`src/verilog/gshi_pkg.sv`:
```
/*
  Constants and types for the host-side serial front end of a gas sensor:
  bus address, strap timing, warm-up times, state and carrier types.
  Assumes a single 10 MHz system clock and a power-on style reset.
*/
// Operation
// RULE_01: Chip-select held high makes the serial port behave as an I2C slave.
// RULE_02: Address pin sampled at power-up is the address LSB: 0x52 or 0x53.
// RULE_03: Chip-select low once selects SPI; I2C is refused until power-on reset.
// RULE_04: Both personalities reach one shared register map.
// RULE_05: I2C works at standard, fast and fast-plus rates up to 1 Mbit/s.
// RULE_06: START, STOP, acknowledge and 7-bit address matching are provided.
// RULE_07: No 10-bit address, general call, software reset or device ID.
// RULE_08: Never a master: no clock sync, arbitration or START byte.
// RULE_09: Master sends one register-address byte before data.
// RULE_10: Register pointer increments after every data byte.
// RULE_11: Validity: 0 ok, 1 warm-up, 2 never reported, 3 out of range.
// RULE_12: Warm-up code held 2, 4 or 40 minutes by power mode.
// RULE_13: Warm-up times come from an oscillator and may vary ten percent.
// RULE_14: Read: address+W, register, re-address+R, sequential bytes to STOP.
// RULE_15: Write: address+W, register, data bytes into sequential registers.
// RULE_16: Latched address bit and interface choice stay until power-on.

package gshi_pkg;

  localparam longint CLK_PERIOD_NS = 100;
  localparam longint CLK_HZ        = 1_000_000_000 / CLK_PERIOD_NS;
  localparam longint MAX_BIT_HZ    = 1_000_000;

  localparam logic [6:0] SLAVE_ADDR_BASE = 7'h52;
  localparam logic [3:0] BITS_PER_BYTE   = 4'h8;
  localparam logic [1:0] STRAP_DELAY     = 2'h3;
  localparam logic [7:0] PTR_RESET       = 8'h00;

  localparam longint WARM_STD_MIN = 2;
  localparam longint WARM_LP_MIN  = 4;
  localparam longint WARM_ULP_MIN = 40;
  localparam int     WARM_CNT_W   = 36;
  localparam logic [35:0] WARM_STD_CYC = 36'(WARM_STD_MIN * 60 * CLK_HZ);
  localparam logic [35:0] WARM_LP_CYC  = 36'(WARM_LP_MIN * 60 * CLK_HZ);
  localparam logic [35:0] WARM_ULP_CYC = 36'(WARM_ULP_MIN * 60 * CLK_HZ);

  localparam logic [1:0] MODE_STD = 2'h0;
  localparam logic [1:0] MODE_LP  = 2'h1;
  localparam logic [1:0] MODE_ULP = 2'h2;

  typedef enum logic [1:0] {
    VAL_OK   = 2'h0,
    VAL_WARM = 2'h1,
    VAL_RSVD = 2'h2,
    VAL_BAD  = 2'h3
  } gshi_valid_type;

  typedef enum logic [1:0] {
    KIND_ADDR = 2'h0,
    KIND_REG  = 2'h1,
    KIND_DATA = 2'h2
  } gshi_kind_type;

  typedef enum logic [4:0] {
    ST_IDLE = 5'h01,
    ST_RX   = 5'h02,
    ST_ACK  = 5'h04,
    ST_TX   = 5'h08,
    ST_MACK = 5'h10
  } gshi_state_type;

  typedef struct packed {
    logic       wr;
    logic       rd;
    logic [7:0] addr;
    logic [7:0] wdata;
  } gshi_reg_req_type;

  localparam gshi_reg_req_type REQ_RESET = '{1'b0, 1'b0, 8'h00, 8'h00};

endpackage : gshi_pkg

```
`src/verilog/gshi_warmup.sv`:
```
/*
  Warm-up timer and validity flag.
  Assumes power mode and the out-of-range flag come from same-clock logic.
*/
`timescale 1ns/1ps
`default_nettype none

module gshi_warmup #(
  parameter logic [35:0] STD_CYC = gshi_pkg::WARM_STD_CYC,
  parameter logic [35:0] LP_CYC  = gshi_pkg::WARM_LP_CYC,
  parameter logic [35:0] ULP_CYC = gshi_pkg::WARM_ULP_CYC
) (
  // Clock and reset
  input  wire logic       clock,
  input  wire logic       sys_rst,
  // Sensor status
  input  wire logic [1:0] power_mode,
  input  wire logic       out_of_range,
  // Flag
  output logic      [1:0] validity_r
);

  logic [35:0] cnt_r;
  logic        warm_r;

  // Nominal oscillator counts; real silicon may drift ten percent [RULE_13]
  function automatic logic [35:0] warm_limit(input logic [1:0] mode);
    case (mode)
      gshi_pkg::MODE_LP:  warm_limit = LP_CYC;
      gshi_pkg::MODE_ULP: warm_limit = ULP_CYC;
      default:            warm_limit = STD_CYC;
    endcase
  endfunction : warm_limit

  always_ff @(posedge clock) begin
    if (sys_rst) begin
      cnt_r  <= 36'h0;
      warm_r <= 1'b1;
    end else if (warm_r) begin
      if (cnt_r >= warm_limit(power_mode) - 36'h1) begin // [RULE_12]
        warm_r <= 1'b0;
      end else begin
        cnt_r <= cnt_r + 36'h1;
      end
    end
  end

  // Reserved code is never produced [RULE_11]
  always_ff @(posedge clock) begin
    if (sys_rst) begin
      validity_r <= gshi_pkg::VAL_WARM;
    end else if (warm_r) begin
      validity_r <= gshi_pkg::VAL_WARM; // [RULE_12]
    end else if (out_of_range) begin
      validity_r <= gshi_pkg::VAL_BAD; // [RULE_11]
    end else begin
      validity_r <= gshi_pkg::VAL_OK;
    end
  end
endmodule : gshi_warmup

`default_nettype wire

```
`src/verilog/gshi_i2c_slave.sv`:
```
/*
  I2C slave front end: personality select, address strap, register
  pointer with auto-increment, and the validity flag.
  Assumes the register map answers a read one clock after the rd strobe,
  and that pins are open-drain with pull-ups outside.
*/
`timescale 1ns/1ps
`default_nettype none

module gshi_i2c_slave #(
  parameter logic [35:0] WARM_STD_CYC = gshi_pkg::WARM_STD_CYC,
  parameter logic [35:0] WARM_LP_CYC  = gshi_pkg::WARM_LP_CYC,
  parameter logic [35:0] WARM_ULP_CYC = gshi_pkg::WARM_ULP_CYC
) (
  // Clock and reset
  input  wire logic       clock,
  input  wire logic       sys_rst,
  // Serial pins
  input  wire logic       scl_in,
  input  wire logic       sda_in,
  output logic            sda_out_r,
  output logic            sda_oe_r,
  input  wire logic       csn_in,
  input  wire logic       addr_in,
  // Shared register map
  output var gshi_pkg::gshi_reg_req_type reg_req_r,
  input  wire logic [7:0] reg_rdata,
  // Status
  output logic            spi_sel_r,
  output logic            addr_lsb_r,
  input  wire logic [1:0] power_mode,
  input  wire logic       out_of_range,
  output logic      [1:0] validity_r
);

  logic [1:0] scl_sync_r;
  logic [1:0] sda_sync_r;
  logic [1:0] csn_sync_r;
  logic [1:0] adr_sync_r;
  logic       scl_d_r;
  logic       sda_d_r;
  logic [1:0] strap_cnt_r;
  logic       addr_taken_r;

  gshi_pkg::gshi_state_type state_r;
  gshi_pkg::gshi_kind_type  kind_r;
  logic [3:0] bitcnt_r;
  logic [7:0] shift_r;
  logic [7:0] tx_r;
  logic [7:0] ptr_r;
  logic       rw_r;
  logic       ack_ok_r;
  logic       rd_pend_r;

  logic scl_s;
  logic sda_s;
  logic scl_rise;
  logic scl_fall;
  logic start_det;
  logic stop_det;
  logic byte_full;
  logic addr_hit;

  assign scl_s     = scl_sync_r[1];
  assign sda_s     = sda_sync_r[1];
  assign scl_rise  = scl_s & ~scl_d_r;
  assign scl_fall  = ~scl_s & scl_d_r;
  assign start_det = scl_s & scl_d_r & sda_d_r & ~sda_s; // [RULE_06]
  assign stop_det  = scl_s & scl_d_r & ~sda_d_r & sda_s; // [RULE_06]
  assign byte_full = (bitcnt_r == gshi_pkg::BITS_PER_BYTE);
  // Only the one 7-bit address matches; general call and 10-bit prefixes
  // fall through as a miss [RULE_07]
  assign addr_hit  = addr_taken_r && // [RULE_02]
    (shift_r[7:1] == {gshi_pkg::SLAVE_ADDR_BASE[6:1], addr_lsb_r});

  // Two-stage synchronisers; at 1 Mbit/s a high phase spans five samples
  always_ff @(posedge clock) begin
    if (sys_rst) begin
      scl_sync_r <= 2'h3;
      sda_sync_r <= 2'h3;
      csn_sync_r <= 2'h3;
      adr_sync_r <= 2'h0;
      scl_d_r    <= 1'b1;
      sda_d_r    <= 1'b1;
    end else begin
      scl_sync_r <= {scl_sync_r[0], scl_in}; // [RULE_05]
      sda_sync_r <= {sda_sync_r[0], sda_in};
      csn_sync_r <= {csn_sync_r[0], csn_in};
      adr_sync_r <= {adr_sync_r[0], addr_in};
      scl_d_r    <= scl_sync_r[1];
      sda_d_r    <= sda_sync_r[1];
    end
  end

  // Strap is caught once after release, then frozen
  always_ff @(posedge clock) begin
    if (sys_rst) begin
      strap_cnt_r  <= 2'h0;
      addr_taken_r <= 1'b0;
      addr_lsb_r   <= 1'b0;
    end else if (!addr_taken_r) begin
      if (strap_cnt_r == gshi_pkg::STRAP_DELAY) begin
        addr_lsb_r   <= adr_sync_r[1]; // [RULE_02] [RULE_16]
        addr_taken_r <= 1'b1;
      end else begin
        strap_cnt_r <= strap_cnt_r + 2'h1;
      end
    end
  end

  // Sticky personality choice; only reset clears it
  always_ff @(posedge clock) begin
    if (sys_rst) begin
      spi_sel_r <= 1'b0;
    end else if (!csn_sync_r[1]) begin
      spi_sel_r <= 1'b1; // [RULE_03] [RULE_16]
    end
  end

  // Never drives a high level and has no clock output at all [RULE_08]
  always_ff @(posedge clock) begin
    if (sys_rst) begin
      sda_out_r <= 1'b0;
    end else begin
      sda_out_r <= 1'b0;
    end
  end

  // Protocol engine; SDA changes only after a falling SCL edge
  always_ff @(posedge clock) begin
    if (sys_rst) begin
      state_r   <= gshi_pkg::ST_IDLE;
      kind_r    <= gshi_pkg::KIND_ADDR;
      bitcnt_r  <= 4'h0;
      shift_r   <= 8'h00;
      tx_r      <= 8'h00;
      ptr_r     <= gshi_pkg::PTR_RESET;
      rw_r      <= 1'b0;
      ack_ok_r  <= 1'b0;
      rd_pend_r <= 1'b0;
      sda_oe_r  <= 1'b0;
      reg_req_r <= gshi_pkg::REQ_RESET;
    end else begin
      reg_req_r.wr <= 1'b0;
      reg_req_r.rd <= 1'b0;
      rd_pend_r    <= reg_req_r.rd;
      if (rd_pend_r) begin
        tx_r  <= reg_rdata; // [RULE_04]
        ptr_r <= ptr_r + 8'h01; // [RULE_10]
      end
      if (spi_sel_r) begin
        state_r  <= gshi_pkg::ST_IDLE; // [RULE_03]
        sda_oe_r <= 1'b0;
      end else if (start_det) begin
        state_r  <= gshi_pkg::ST_RX; // [RULE_01] [RULE_06]
        kind_r   <= gshi_pkg::KIND_ADDR;
        bitcnt_r <= 4'h0;
        rw_r     <= 1'b0;
        sda_oe_r <= 1'b0;
      end else if (stop_det) begin
        state_r  <= gshi_pkg::ST_IDLE; // [RULE_06]
        sda_oe_r <= 1'b0;
      end else begin
        case (state_r)
          gshi_pkg::ST_RX: begin
            if (scl_rise && !byte_full) begin
              shift_r  <= {shift_r[6:0], sda_s};
              bitcnt_r <= bitcnt_r + 4'h1;
            end else if (scl_fall && byte_full) begin
              bitcnt_r <= 4'h0;
              case (kind_r)
                gshi_pkg::KIND_ADDR: begin
                  if (addr_hit) begin
                    state_r  <= gshi_pkg::ST_ACK; // [RULE_06]
                    sda_oe_r <= 1'b1;
                    rw_r     <= shift_r[0];
                    if (shift_r[0]) begin
                      reg_req_r.rd   <= 1'b1; // [RULE_14]
                      reg_req_r.addr <= ptr_r;
                    end
                  end else begin
                    state_r <= gshi_pkg::ST_IDLE; // [RULE_07]
                  end
                end
                gshi_pkg::KIND_REG: begin
                  ptr_r    <= shift_r; // [RULE_09]
                  state_r  <= gshi_pkg::ST_ACK;
                  sda_oe_r <= 1'b1;
                end
                default: begin
                  reg_req_r.wr    <= 1'b1; // [RULE_15]
                  reg_req_r.addr  <= ptr_r;
                  reg_req_r.wdata <= shift_r;
                  ptr_r           <= ptr_r + 8'h01; // [RULE_10]
                  state_r         <= gshi_pkg::ST_ACK;
                  sda_oe_r        <= 1'b1;
                end
              endcase
            end
          end
          gshi_pkg::ST_ACK: begin
            if (scl_fall) begin
              bitcnt_r <= 4'h0;
              if (rw_r) begin
                state_r  <= gshi_pkg::ST_TX;
                sda_oe_r <= ~tx_r[7];
              end else begin
                state_r  <= gshi_pkg::ST_RX;
                sda_oe_r <= 1'b0;
                kind_r   <= (kind_r == gshi_pkg::KIND_ADDR) ?
                            gshi_pkg::KIND_REG : gshi_pkg::KIND_DATA;
              end
            end
          end
          gshi_pkg::ST_TX: begin
            if (scl_fall) begin
              if (bitcnt_r == gshi_pkg::BITS_PER_BYTE - 4'h1) begin
                state_r  <= gshi_pkg::ST_MACK;
                sda_oe_r <= 1'b0;
                ack_ok_r <= 1'b0;
              end else begin
                tx_r     <= {tx_r[6:0], 1'b0};
                sda_oe_r <= ~tx_r[6];
                bitcnt_r <= bitcnt_r + 4'h1;
              end
            end
          end
          gshi_pkg::ST_MACK: begin
            if (scl_rise) begin
              ack_ok_r <= ~sda_s;
              if (!sda_s) begin
                reg_req_r.rd   <= 1'b1; // [RULE_10] [RULE_14]
                reg_req_r.addr <= ptr_r;
              end
            end else if (scl_fall) begin
              bitcnt_r <= 4'h0;
              if (ack_ok_r) begin
                state_r  <= gshi_pkg::ST_TX;
                sda_oe_r <= ~tx_r[7];
              end else begin
                state_r <= gshi_pkg::ST_IDLE;
              end
            end
          end
          gshi_pkg::ST_IDLE: begin
            sda_oe_r <= 1'b0;
          end
          default: begin
            state_r  <= gshi_pkg::ST_IDLE;
            sda_oe_r <= 1'b0;
          end
        endcase
      end
    end
  end

  gshi_warmup #(
    .STD_CYC (WARM_STD_CYC),
    .LP_CYC  (WARM_LP_CYC),
    .ULP_CYC (WARM_ULP_CYC)
  ) u_warmup (
    .clock        (clock),
    .sys_rst      (sys_rst),
    .power_mode   (power_mode),
    .out_of_range (out_of_range),
    .validity_r   (validity_r)
  );
endmodule : gshi_i2c_slave

`default_nettype wire

```
`config.mk`:
```
export PLATFORM = sky130hd
export DESIGN_NAME = gshi_i2c_slave
export DESIGN_NICKNAME = d
export VERILOG_FILES = /design/src/verilog/gshi_pkg.sv /design/src/verilog/gshi_warmup.sv /design/src/verilog/gshi_i2c_slave.sv
export SDC_FILE = /design/constraint.sdc
export NUM_CORES = 1
export LEC_CHECK = 0
export ABC_CLOCK_PERIOD_IN_PS = 2960
export BUFFER_PORTS_ARGS = -buffer_cell sky130_fd_sc_hd__buf_2
export CAP_MARGIN = 10
export CELL_PAD_IN_SITES_DETAIL_PLACEMENT = 1
export CELL_PAD_IN_SITES_GLOBAL_PLACEMENT = 1
export CORE_UTILIZATION = 46
export CTS_CLUSTER_SIZE = 25
export DETAILED_ROUTE_END_ITERATION = 6
export PLACE_DENSITY = 0.86
export REMOVE_ABC_BUFFERS = 1
export SYNTH_ARGS = -nofsm -noshare
export SYNTH_HDL_FRONTEND = slang
export SYNTH_SLANG_ARGS = --single-unit
```
`constraint.sdc`:
```
create_clock -name clock -period 2.96 [get_ports clock]
set_input_delay 0 -clock clock [delete_from_list [all_inputs] [get_ports clock]]
set_output_delay 0 -clock clock [all_outputs]
set_load 0.02 [all_outputs]
```
== Word level (Yosys, flattened, before mapping) ==
Index checks and enable logic that the tools add are counted.
Storage, ports and cells
  flip-flop bits (word level): 111
  input port bits: 17
Cells by class
  reduce and logical (&&, ||, !) cells: 32
  $lt $le $gt $ge: 1
  bitwise gates (word level): 24
  multiplexer cells: 86
  $add $sub $neg: 5
  eq/ne operators: 40
Operators with widths (number)
  two-way mux 8 bit: 15
  two-way mux 36 bit: 2
  one-hot mux 35 bit (2 select lines): 1
  two-way mux 4 bit: 10
  two-way mux 5 bit: 8
  adder 36 x 1 -> 36 bit, second input constant: 1
  >= comparator 36 bit: 1
  two-way mux 9 bit: 4
  subtractor 36 x 1 -> 36 bit, second input constant: 1
  two-way mux 17 bit: 2
  != test 4 bit, second input constant: 8
  one-hot mux 8 bit (2 select lines): 2
  AND reduction 7 bit: 4
  two-way mux 1 bit: 27
  != test 2 bit, second input constant: 13
  one-hot mux 5 bit (5 select lines): 1
  AND reduction 8 bit: 3
  two-way mux 2 bit: 9
  != test 3 bit, second input constant: 6
  one-hot mux 9 bit (2 select lines): 1
  inverter 1 bit: 17
  one-hot mux 4 bit (4 select lines): 1
  nonzero test 2 bit: 8
  AND reduction 11 bit: 1
  27 further kinds: 42

== Logic depth before layout (Yosys ltp) ==
Gate-level depths: netlist (run 1).
  word-level depth: 9
  depth in mapped cells: 13

== By module ==
A second synthesis (run 1) with hierarchy kept.
Second synthesis, totals
  cell total of the unflattened synthesis: 696
  area total of the unflattened synthesis: 6053.3 um^2
Modules (own cells, without submodules)
  gshi_i2c_slave: cells each 399, area an instance 3504.6 um^2, instances 1, seq. area each 1441.4 um^2
  gshi_warmup: cells each 297, area an instance 2548.7 um^2, instances 1, seq. area each 780.7 um^2

== Worst setup path before layout (run 1) ==
OpenSTA, ideal clock, no wires.
  kind: input-to-reg
  start: input power_mode[1]
  end: register u_warmup.cnt_r[14]
  cell stages on the path: 12
  buffers on the path: 1
  data arrival time: 2086 ps
  required time: 2889 ps
  setup slack: 803 ps
  library setup time: 71 ps
  path through: inv_1 -> ha_1 -> inv_1 -> nor3_1 -> ha_1 -> nand4_1 -> a21oi_1 -> o31ai_4 -> nand2_2 -> clkbuf_2 -> or4_1 -> a21oi_1
On the way
  word-level cells in the longest chain between the ends: 8
  elaborated cells between the ends (all ways): 9
  classes of those cells: add/sub: 1; order compare: 1; eq/ne: 2; mux: 3; bitwise: 1; reduce/logical: 1
RTL lines
  from (decl): line gshi_i2c_slave.sv:31  | input wire logic [1:0] power_mode,
  equality test 2 bit or equality test 2 x 1 -> 1 bit (tied branches): line gshi_warmup.sv:28  | case (mode)
  one-hot mux 35 bit (2 select lines) (*): line gshi_warmup.sv:28
  two-way mux 36 bit (*): line gshi_warmup.sv:39  | end else if (warm_r) begin
  two-way mux 36 bit (*): line gshi_warmup.sv:36  | if (sys_rst) begin
  subtractor 36 x 1 -> 36 bit (*): line gshi_warmup.sv:40  | if (cnt_r >= warm_limit(power_mode) - 36'h1) begin
  >= comparator 36 bit (*): line gshi_warmup.sv:40
  inverter 1 bit (no line) (*)
  AND reduction 2 bit (no line) (*)
  to (signal assigned): line gshi_warmup.sv:43  | cnt_r <= cnt_r + 36'h1;
  to (decl): line gshi_warmup.sv:23  | logic [35:0] cnt_r;
Every way passes the cells marked *; elsewhere a longest branch is shown, timed or not. The select of a mux whose other input is x is not followed.
A chain may end at the register's enable or synchronous reset.

== Worst setup path in the final report (run 1) ==
  start: register u_warmup.cnt_r[23]
  end: register u_warmup.cnt_r[19]
On the way
  word-level cells in the longest chain between the ends: 3
RTL lines (line)
  >= comparator 36 bit: gshi_warmup.sv:40
  inverter 1 bit (no line)
  AND reduction 2 bit (no line)
No other way between the ends.

==> results of run 1 <==
[layer usage]
layer	part of all wire, %	vias up	GRT usage, %
li1	-	2538	-
met1	42	2651	29.9
met2	52	132	46.6
met3	4.0	41	5.54
met4	2.6	2	10.0
met5	0.068	-	0
[worst reg2reg max path, delay by kind of cell (launching register included)]
family	cells	cell delay [ns]
compound gates	4	0.84
simple gates	2	1.03
fa+ha+maj	1	0.31
flops	1	0.44
[cell usage after synthesis, drive strengths merged (5+ instances only)]
library cell | n | area share (%)
ha | 28 | 6.0
clkbuf | 21 | 1.4
o31ai | 19 | 2.7
nor2 | 49 | 3.1
xor2 | 5 | 0.75
a22oi | 6 | 0.77
inv | 27 | 1.7
a31oi | 5 | 0.75
a21oi | 66 | 5.6
or2 | 9 | 0.96
a211oi | 13 | 1.8
and4 | 5 | 0.75
nor3b | 5 | 0.92
a21o | 5 | 0.64
mux2i | 18 | 3.1
o211ai | 5 | 0.64
dfxtp | 111 | 38
nand2b | 5 | 0.53
and3 | 10 | 1.1
or4 | 17 | 2.2
nor3 | 14 | 2.0
or3 | 19 | 2.0
buf | 16 | 1.9
xnor2 | 8 | 1.2
nand2 | 52 | 3.4
nand4 | 22 | 2.6
a22o | 8 | 1.2
o21ai | 33 | 2.8
nand3 | 23 | 2.1
nor2b | 9 | 0.96
[power breakdown]
| group | switching, W | internal [W] |
|---|---|---|
| Clock | 0.000564 | 0.000680 |
| Sequential | 0.0000773 | 0.00154 |
| Combinational | 0.000234 | 0.000157 |
[cells by family after synthesis]
family                     Yosys count  share of synthesized area [%]
AOI/OAI and AO/OA                  182                           20.4
xor gates and xnor gates            13                           1.95
adders and majority gates           29                           6.16
buffers and inverters               64                           5.03
DFF                                111                           38.0
muxes                               20                           3.53
other                                2                          0.128
and+or+nand+nor                    253                           24.8
[flip-flops by register name (all words and copies together) (netlist names), 2 cells and up]
register             count
u_warmup.cnt_r          36
reg_req_r               18
ptr_r                    8
shift_r                  8
tx_r                     8
state_r                  5
bitcnt_r                 4
adr_sync_r               2
csn_sync_r               2
kind_r                   2
scl_sync_r               2
sda_sync_r               2
strap_cnt_r              2
u_warmup.validity_r      2
[metrics by stage]
stage | setup slack, ns | std cells | cell area [um^2] | hold slack (ns)
after floorplan | 0.715 | 637 | 5660 | 0.0646
after global placement | 0.384 | 851 | 6140 | 0.187
after detailed placement | 0.0801 | 851 | 6140 | 0.186
after CTS | 0.308 | 873 | 6510 | 0.0148
after global routing | 0.132 | 873 | 6510 | 0.0247
final | 0.263 | 873 | 6510 | 0.0127
[final timing paths]
check | start | endpoint | slack (ns)
hold reg to reg | csn_sync_r[1] | spi_sel_r | 0.42
setup reg to reg | u_warmup.cnt_r[23] | u_warmup.cnt_r[19] | 0.26
setup / recovery | u_warmup.cnt_r[23] | u_warmup.cnt_r[19] | 0.26
hold / removal | reg_rdata[7] | tx_r[7] | 0.01
[layout make-up]
class / instances / area share [%]
clock buffer: 11 / 3.73
clock inverter: 4 / 0.846
inverter: 27 / 1.56
multi-input combinational: 499 / 51.2
sequential: 111 / 34.1
tap: 168 / 3.23
timing repair buffer: 53 / 5.27
==> flow_metrics.env, run 1 <==
export IMPL_status="completed"
export IMPL_clk_pin_slew_ns=0.07
export IMPL_avgViaCountPerCell=6.14
export IMPL_grtUsageTotal_pct=25.8
export IMPL_grt_pass1_wl_um=26800
export IMPL_drtIter0Drc=317
export IMPL_ant_nets=0
export IMPL_synthToLayoutAreaGrowth_pct=11.3
export IMPL_htreeDepth=3
export IMPL_crit_family="simple AND/OR/NAND/NOR gates"
export IMPL_utilization_pct=53.3
export IMPL_final_period_utilization_pct=91.1
export IMPL_netlist_instances=674
export IMPL_cp_arrival_ns=2.98
export IMPL_rsz0062_at_grt="no"
export IMPL_dieArea_um2=13200
export IMPL_die_x_um=115
export IMPL_route_vias_total=5364
export IMPL_cts_root_buf="clkbuf_16"
export IMPL_first_global_vias=5549
export IMPL_synth_cell_types=77
export IMPL_tns_ns=0
export IMPL_async_flop_share_pct=0
export IMPL_ios=41
export IMPL_vdd_drop_max_mv=0.254
export IMPL_reg2reg_depth=7
export IMPL_antenna_found_initial=1
export IMPL_critPathMostFrequentCell="a21oi_1"
export IMPL_num_fill_cells=1477
export IMPL_synth_ff_type="dfxtp_1"
export IMPL_drive_gt1_share_pct=12.8
export IMPL_synth_edf_count=0
export IMPL_cts_made_buffers=9
export IMPL_critical_path_endpoint_type="flop"
export IMPL_core_area_um2=12200
export IMPL_cp_depth=7
export IMPL_firstDrtPassIters=5
export IMPL_whs_path_depth=3
export IMPL_multi_input_area_um2=3330
export IMPL_cts_resized_gates=0
export IMPL_slew_viol_final=0
export IMPL_start_util_pct=47.9
export IMPL_powerDensity_nw_per_um2=500
export IMPL_diodes=0
export IMPL_hold_class="input port to flop"
export IMPL_hpwlAfterDp_um=11300
export IMPL_postCtsSetupBuffers=0
export IMPL_hold_violations=0
export IMPL_place_congestion=0.880
export IMPL_regArea_um2=2220
export IMPL_critPathBufInv=0
export IMPL_ys_ff_latch=111
export IMPL_cts_sinks=111
export IMPL_hold_buffers=7
export IMPL_setup_viol=0
export IMPL_yosys_warnings=0
export IMPL_rows=40
export IMPL_nNetsFinal=746
export IMPL_fin_worst_skew_ns=0.00783
export IMPL_finalPower_w=0.00326
export IMPL_slew_headroom_pct=51.5
export IMPL_cap_violations=0
export IMPL_drt_wirelength_per_cell_um=18.5
export IMPL_grt_max_degree=85
export IMPL_startpoint_type="flop"
export IMPL_syn_area_um2=5850
export IMPL_cellLeakagePower_nw=2.39
export IMPL_critPathSlowestCell="or4_1"
export IMPL_crit_fanout=33
export IMPL_clk_latency_ns=0.36
export IMPL_cpPeakStageDelay_ns=0.60
export IMPL_max_freq_mhz=371
export IMPL_worst_setup_path_type="flop to flop"
export IMPL_drt_total_wl_um=16100
export IMPL_required_ns=3.24
export IMPL_ys_seq_area_share_pct=38.0
export IMPL_layout_common_cells="dfxtp_1, a21oi_1, nand2_1, nor2_1, buf_2"
export IMPL_finalCriticalPeriod_ns=2.70
export IMPL_remaining_drc_errors=0
export IMPL_die_h_um=115
export IMPL_cts_path_max_buffers=2
export IMPL_tightest_slew_ns=0.709
export IMPL_syn_avg_cell_area_um2=8.68
export IMPL_gr_total_overflow=0
export IMPL_final_common_cell="dfxtp_1"
export IMPL_tritoncts="yes"
export IMPL_crit_chain="ha_1, a21oi_1, a21oi_1, o31ai_4, nand2_2, or4_1, a21oi_1"
export IMPL_io_buffers=39
Power figures use the tool's default switching activity.
==> run 2, diff against run 1 <==
--- a/config.mk
+++ b/config.mk
@@ -5,15 +5,16 @@
 export SDC_FILE = /design/constraint.sdc
 export NUM_CORES = 1
 export LEC_CHECK = 0
+export ABC_AREA = 1
 export ABC_CLOCK_PERIOD_IN_PS = 2960
 export BUFFER_PORTS_ARGS = -buffer_cell sky130_fd_sc_hd__buf_2
 export CAP_MARGIN = 10
 export CELL_PAD_IN_SITES_DETAIL_PLACEMENT = 1
 export CELL_PAD_IN_SITES_GLOBAL_PLACEMENT = 1
-export CORE_UTILIZATION = 46
+export CORE_UTILIZATION = 44
 export CTS_CLUSTER_SIZE = 25
 export DETAILED_ROUTE_END_ITERATION = 6
-export PLACE_DENSITY = 0.86
+export PLACE_DENSITY = 0.87
 export REMOVE_ABC_BUFFERS = 1
 export SYNTH_ARGS = -nofsm -noshare
 export SYNTH_HDL_FRONTEND = slang
==> run 2 against run 1 <==
Against the previous run:
- area after synthesis increased by 13%
- sequential share of layout area decreased by 3.4 points
- power decreased by 4.1%
- worst hold slack improved by 0.033 ns
- combinational power decreased by 11%
- cell count increased by 37%
- clock power about the same
- largest cell class unchanged
- flip-flop and latch count unchanged
- critical path depth increased by 6
==> flow_metrics.env, run 2 <==
export IMPL_synth_ff_type="dfxtp_1"
export IMPL_dp_cells=1178
export IMPL_ys_ff_latch=111
export IMPL_switching_power_w=0.000864
export IMPL_crit_family="simple AND/OR/NAND/NOR gates"
export IMPL_synth_area_top_cells="dfxtp_1, nand2_1, nor2_1"
export IMPL_final_common_cell="nand2_1"
export IMPL_min_from="reg_rdata[2]"
export IMPL_finalPower_w=0.00312
export IMPL_io_buffers=39
export IMPL_start_util_pct=45.1
export IMPL_regMostFlops="u_warmup.cnt_r"
export IMPL_layout_common_cells="nand2_1, nor2_1, dfxtp_1, inv_1, a21oi_1"
export IMPL_yosys_warnings=0
export IMPL_rsz0062_at_grt="no"
export IMPL_route_vias_total=6364
export IMPL_critPathSlowestCell="dfxtp_1"
export IMPL_gr_total_overflow=0
export IMPL_async_flop_share_pct=0
export IMPL_crit_chain="ha_1, nand2_1, inv_1, nand2_1, nor2_1, nand2_1, nor2_1, nor2_1, nand2_2, nand2_4, buf_4, nand3_1, a21oi_1"
export IMPL_tritoncts="yes"
export IMPL_r2r_setup_slack_ns=0.71
export IMPL_vdd_drop_max_mv=0.268
export IMPL_num_fill_cells=1967
export IMPL_cts_sinks=111
export IMPL_synth_cell_types=43
export IMPL_first_global_vias=6613
export IMPL_slew_viol_final=0
export IMPL_required_ns=3.24
export IMPL_setup_viol=0
export IMPL_rows=44
export IMPL_cpPeakStageDelay_ns=0.51
export IMPL_drt_total_wl_um=18400
export IMPL_remaining_drc_errors=0
export IMPL_powerDensity_nw_per_um2=432
export IMPL_dieArea_um2=15500
export IMPL_yosys_cell_count_top_type="nand2_1"
export IMPL_layoutNonFillerInstCount=1200
export IMPL_nNetsFinal=1056
export IMPL_power_internal_w=0.00226
export IMPL_hold_end="tx_r[2]"
export IMPL_cp_arrival_ns=2.53
export IMPL_hpwlAfterDp_um=13700
export IMPL_critPathBufInv=2
export IMPL_place_congestion=0.898
export IMPL_placed_area_um2=6870
export IMPL_die_x_um=124
export IMPL_whs_path_depth=5
export IMPL_postCtsSetupBuffers=0
export IMPL_clk_pin_slew_ns=0.08
export IMPL_cts_root_buf="clkbuf_16"
export IMPL_worst_setup_path_type="flop to flop"
export IMPL_reg2reg_depth=13
export IMPL_ant_nets=0
export IMPL_tightest_slew_ns=0.954
export IMPL_netlist_top_cells_count="nand2_1, nor2_1, dfxtp_1, inv_1, a21oi_1"
export IMPL_startpoint_type="flop"
export IMPL_tns_ns=0
export IMPL_die_h_um=124
export IMPL_crit_fanout=23
export IMPL_netlist_area_leader_share_pct=33.7
export IMPL_max_freq_mhz=444
export IMPL_grt_pass1_wl_um=31600
export IMPL_diodes=0
export IMPL_syn_avg_cell_area_um2=6.73
export IMPL_synthToLayoutAreaGrowth_pct=9.63
export IMPL_finalCriticalPeriod_ns=2.25
export IMPL_reg_largest_list="u_warmup.cnt_r: 36 flops, reg_req_r: 18 flops"
export IMPL_drtIter0Drc=272
export IMPL_critical_path_endpoint_type="flop"
export IMPL_r2r_start="u_warmup.cnt_r[17]"
export IMPL_core_area_um2=14600
export IMPL_clk_latency_ns=0.35
export IMPL_power_frac_comb_pct=11.2
export IMPL_cap_violations=0
export IMPL_syn_area_um2=6590
export IMPL_htreeDepth=3
export IMPL_hold_violations=0
export IMPL_antenna_found_initial=0
export IMPL_drt_wirelength_per_cell_um=15.4
export IMPL_drive_gt1_share_pct=10.9
export IMPL_ys_seq_area_share_pct=33.7
export IMPL_cts_made_buffers=9
export IMPL_grt_max_degree=64
export IMPL_slew_headroom_pct=36.3
export IMPL_firstDrtPassIters=4
export IMPL_fin_worst_skew_ns=0.00903
export IMPL_status="completed"
export IMPL_ios=41
export IMPL_p_seq_share_pct=50.2
export IMPL_p_clk_share_pct=38.7
export IMPL_cts_path_max_buffers=2
export IMPL_netlist_instances=978
export IMPL_cellLeakagePower_nw=2.95
export IMPL_design_area_um2=7220
export IMPL_avgViaCountPerCell=5.30
export IMPL_largest_reg_flops=36
export IMPL_grtUsageTotal_pct=24.7
export IMPL_reg2reg_to="u_warmup.cnt_r[9]"
export IMPL_yosys_area_top_type="dfxtp_1"
export IMPL_hold_class="input port to flop"
export IMPL_synth_edf_count=0
export IMPL_final_period_utilization_pct=76.0
export IMPL_p_sw_share_pct=27.7
run 2: power groups by stage:
stage | logic [W] | registers [W] | clock network [W]
3_3_place_gp | 0.000330 | 0.00160 | 0
5_1_grt | 0.000392 | 0.00157 | 0.00130
3_5_place_dp | 0.000343 | 0.00160 | 0
2_1_floorplan | 0.000229 | 0.00160 | 0
6_report | 0.000348 | 0.00157 | 0.00121
4_1_cts | 0.000351 | 0.00157 | 0.00123
run 2: kinds of logic after synthesis:
logic type	Yosys count	share of synthesized area, %
DFF	111	33.7
other	2	0.114
xor gates and xnor gates	39	5.19
AOI/OAI and AO/OA	164	13.8
adders and majority gates	28	5.32
and+or+nand+nor	497	33.0
buffers and inverters	137	8.91
run 2: worst min-delay path, stage by stage:
cell and delay (ns):
buf_2 0.07, nand2_1 0.04, o21ai_0 0.06, o21ai_0 0.09, a21oi_1 0.11
run 2: cell type report:
cell class / instances / area (um^2) / share of cell area [%]
Clock buffer: 10 / 239 / 3.31
Clock inverter: 6 / 50.0 / 0.693
Inverter: 109 / 409 / 5.67
Multi-Input combinational cell: 730 / 3780 / 52.3
Sequential cell: 111 / 2220 / 30.8
Tap cell: 184 / 230 / 3.19
Timing Repair Buffer: 50 / 293 / 4.05
run 2: per-layer routing:
metal  share of wire, %  vias to the layer above  global-route usage [%]
met5                  0                        -                       0
met4                1.6                        0                    6.09
met3                2.5                       22                    3.91
met2                 51                       79                    44.7
met1                 45                     3064                    30.2
li1                   -                     3199                       -
run 2: timing repair:
action,4_1_cts,5_1_grt
hold buffers,6,0
gates resized for setup,0,0
hold endpoints to repair,7,0
run 2: worst max-delay path by stage:
stage / cells after the start / start / to / slack, ns
after floorplan: 10 / power_mode[0] / u_warmup.cnt_r[0] / 0.48
after global placement: 16 / power_mode[1] / u_warmup.cnt_r[27] / 0.60
after detailed placement: 16 / power_mode[1] / u_warmup.cnt_r[34] / 0.46
after CTS: 13 / u_warmup.cnt_r[17] / u_warmup.cnt_r[17] / 0.70
after global routing: 10 / bitcnt_r[0] / reg_req_r[3] / 0.48
final: 13 / u_warmup.cnt_r[17] / u_warmup.cnt_r[9] / 0.71
run 2: per-stage QoR:
stage	setup slack, ns	utilization (%)	hold WS, ns
final	0.710	49.5	0.0459
after global routing	0.477	49.5	0.0826
after CTS	0.699	49.5	0.0434
after detailed placement	0.463	47.1	0.187
after global placement	0.597	47.1	0.186
after floorplan	0.485	-	0.0624
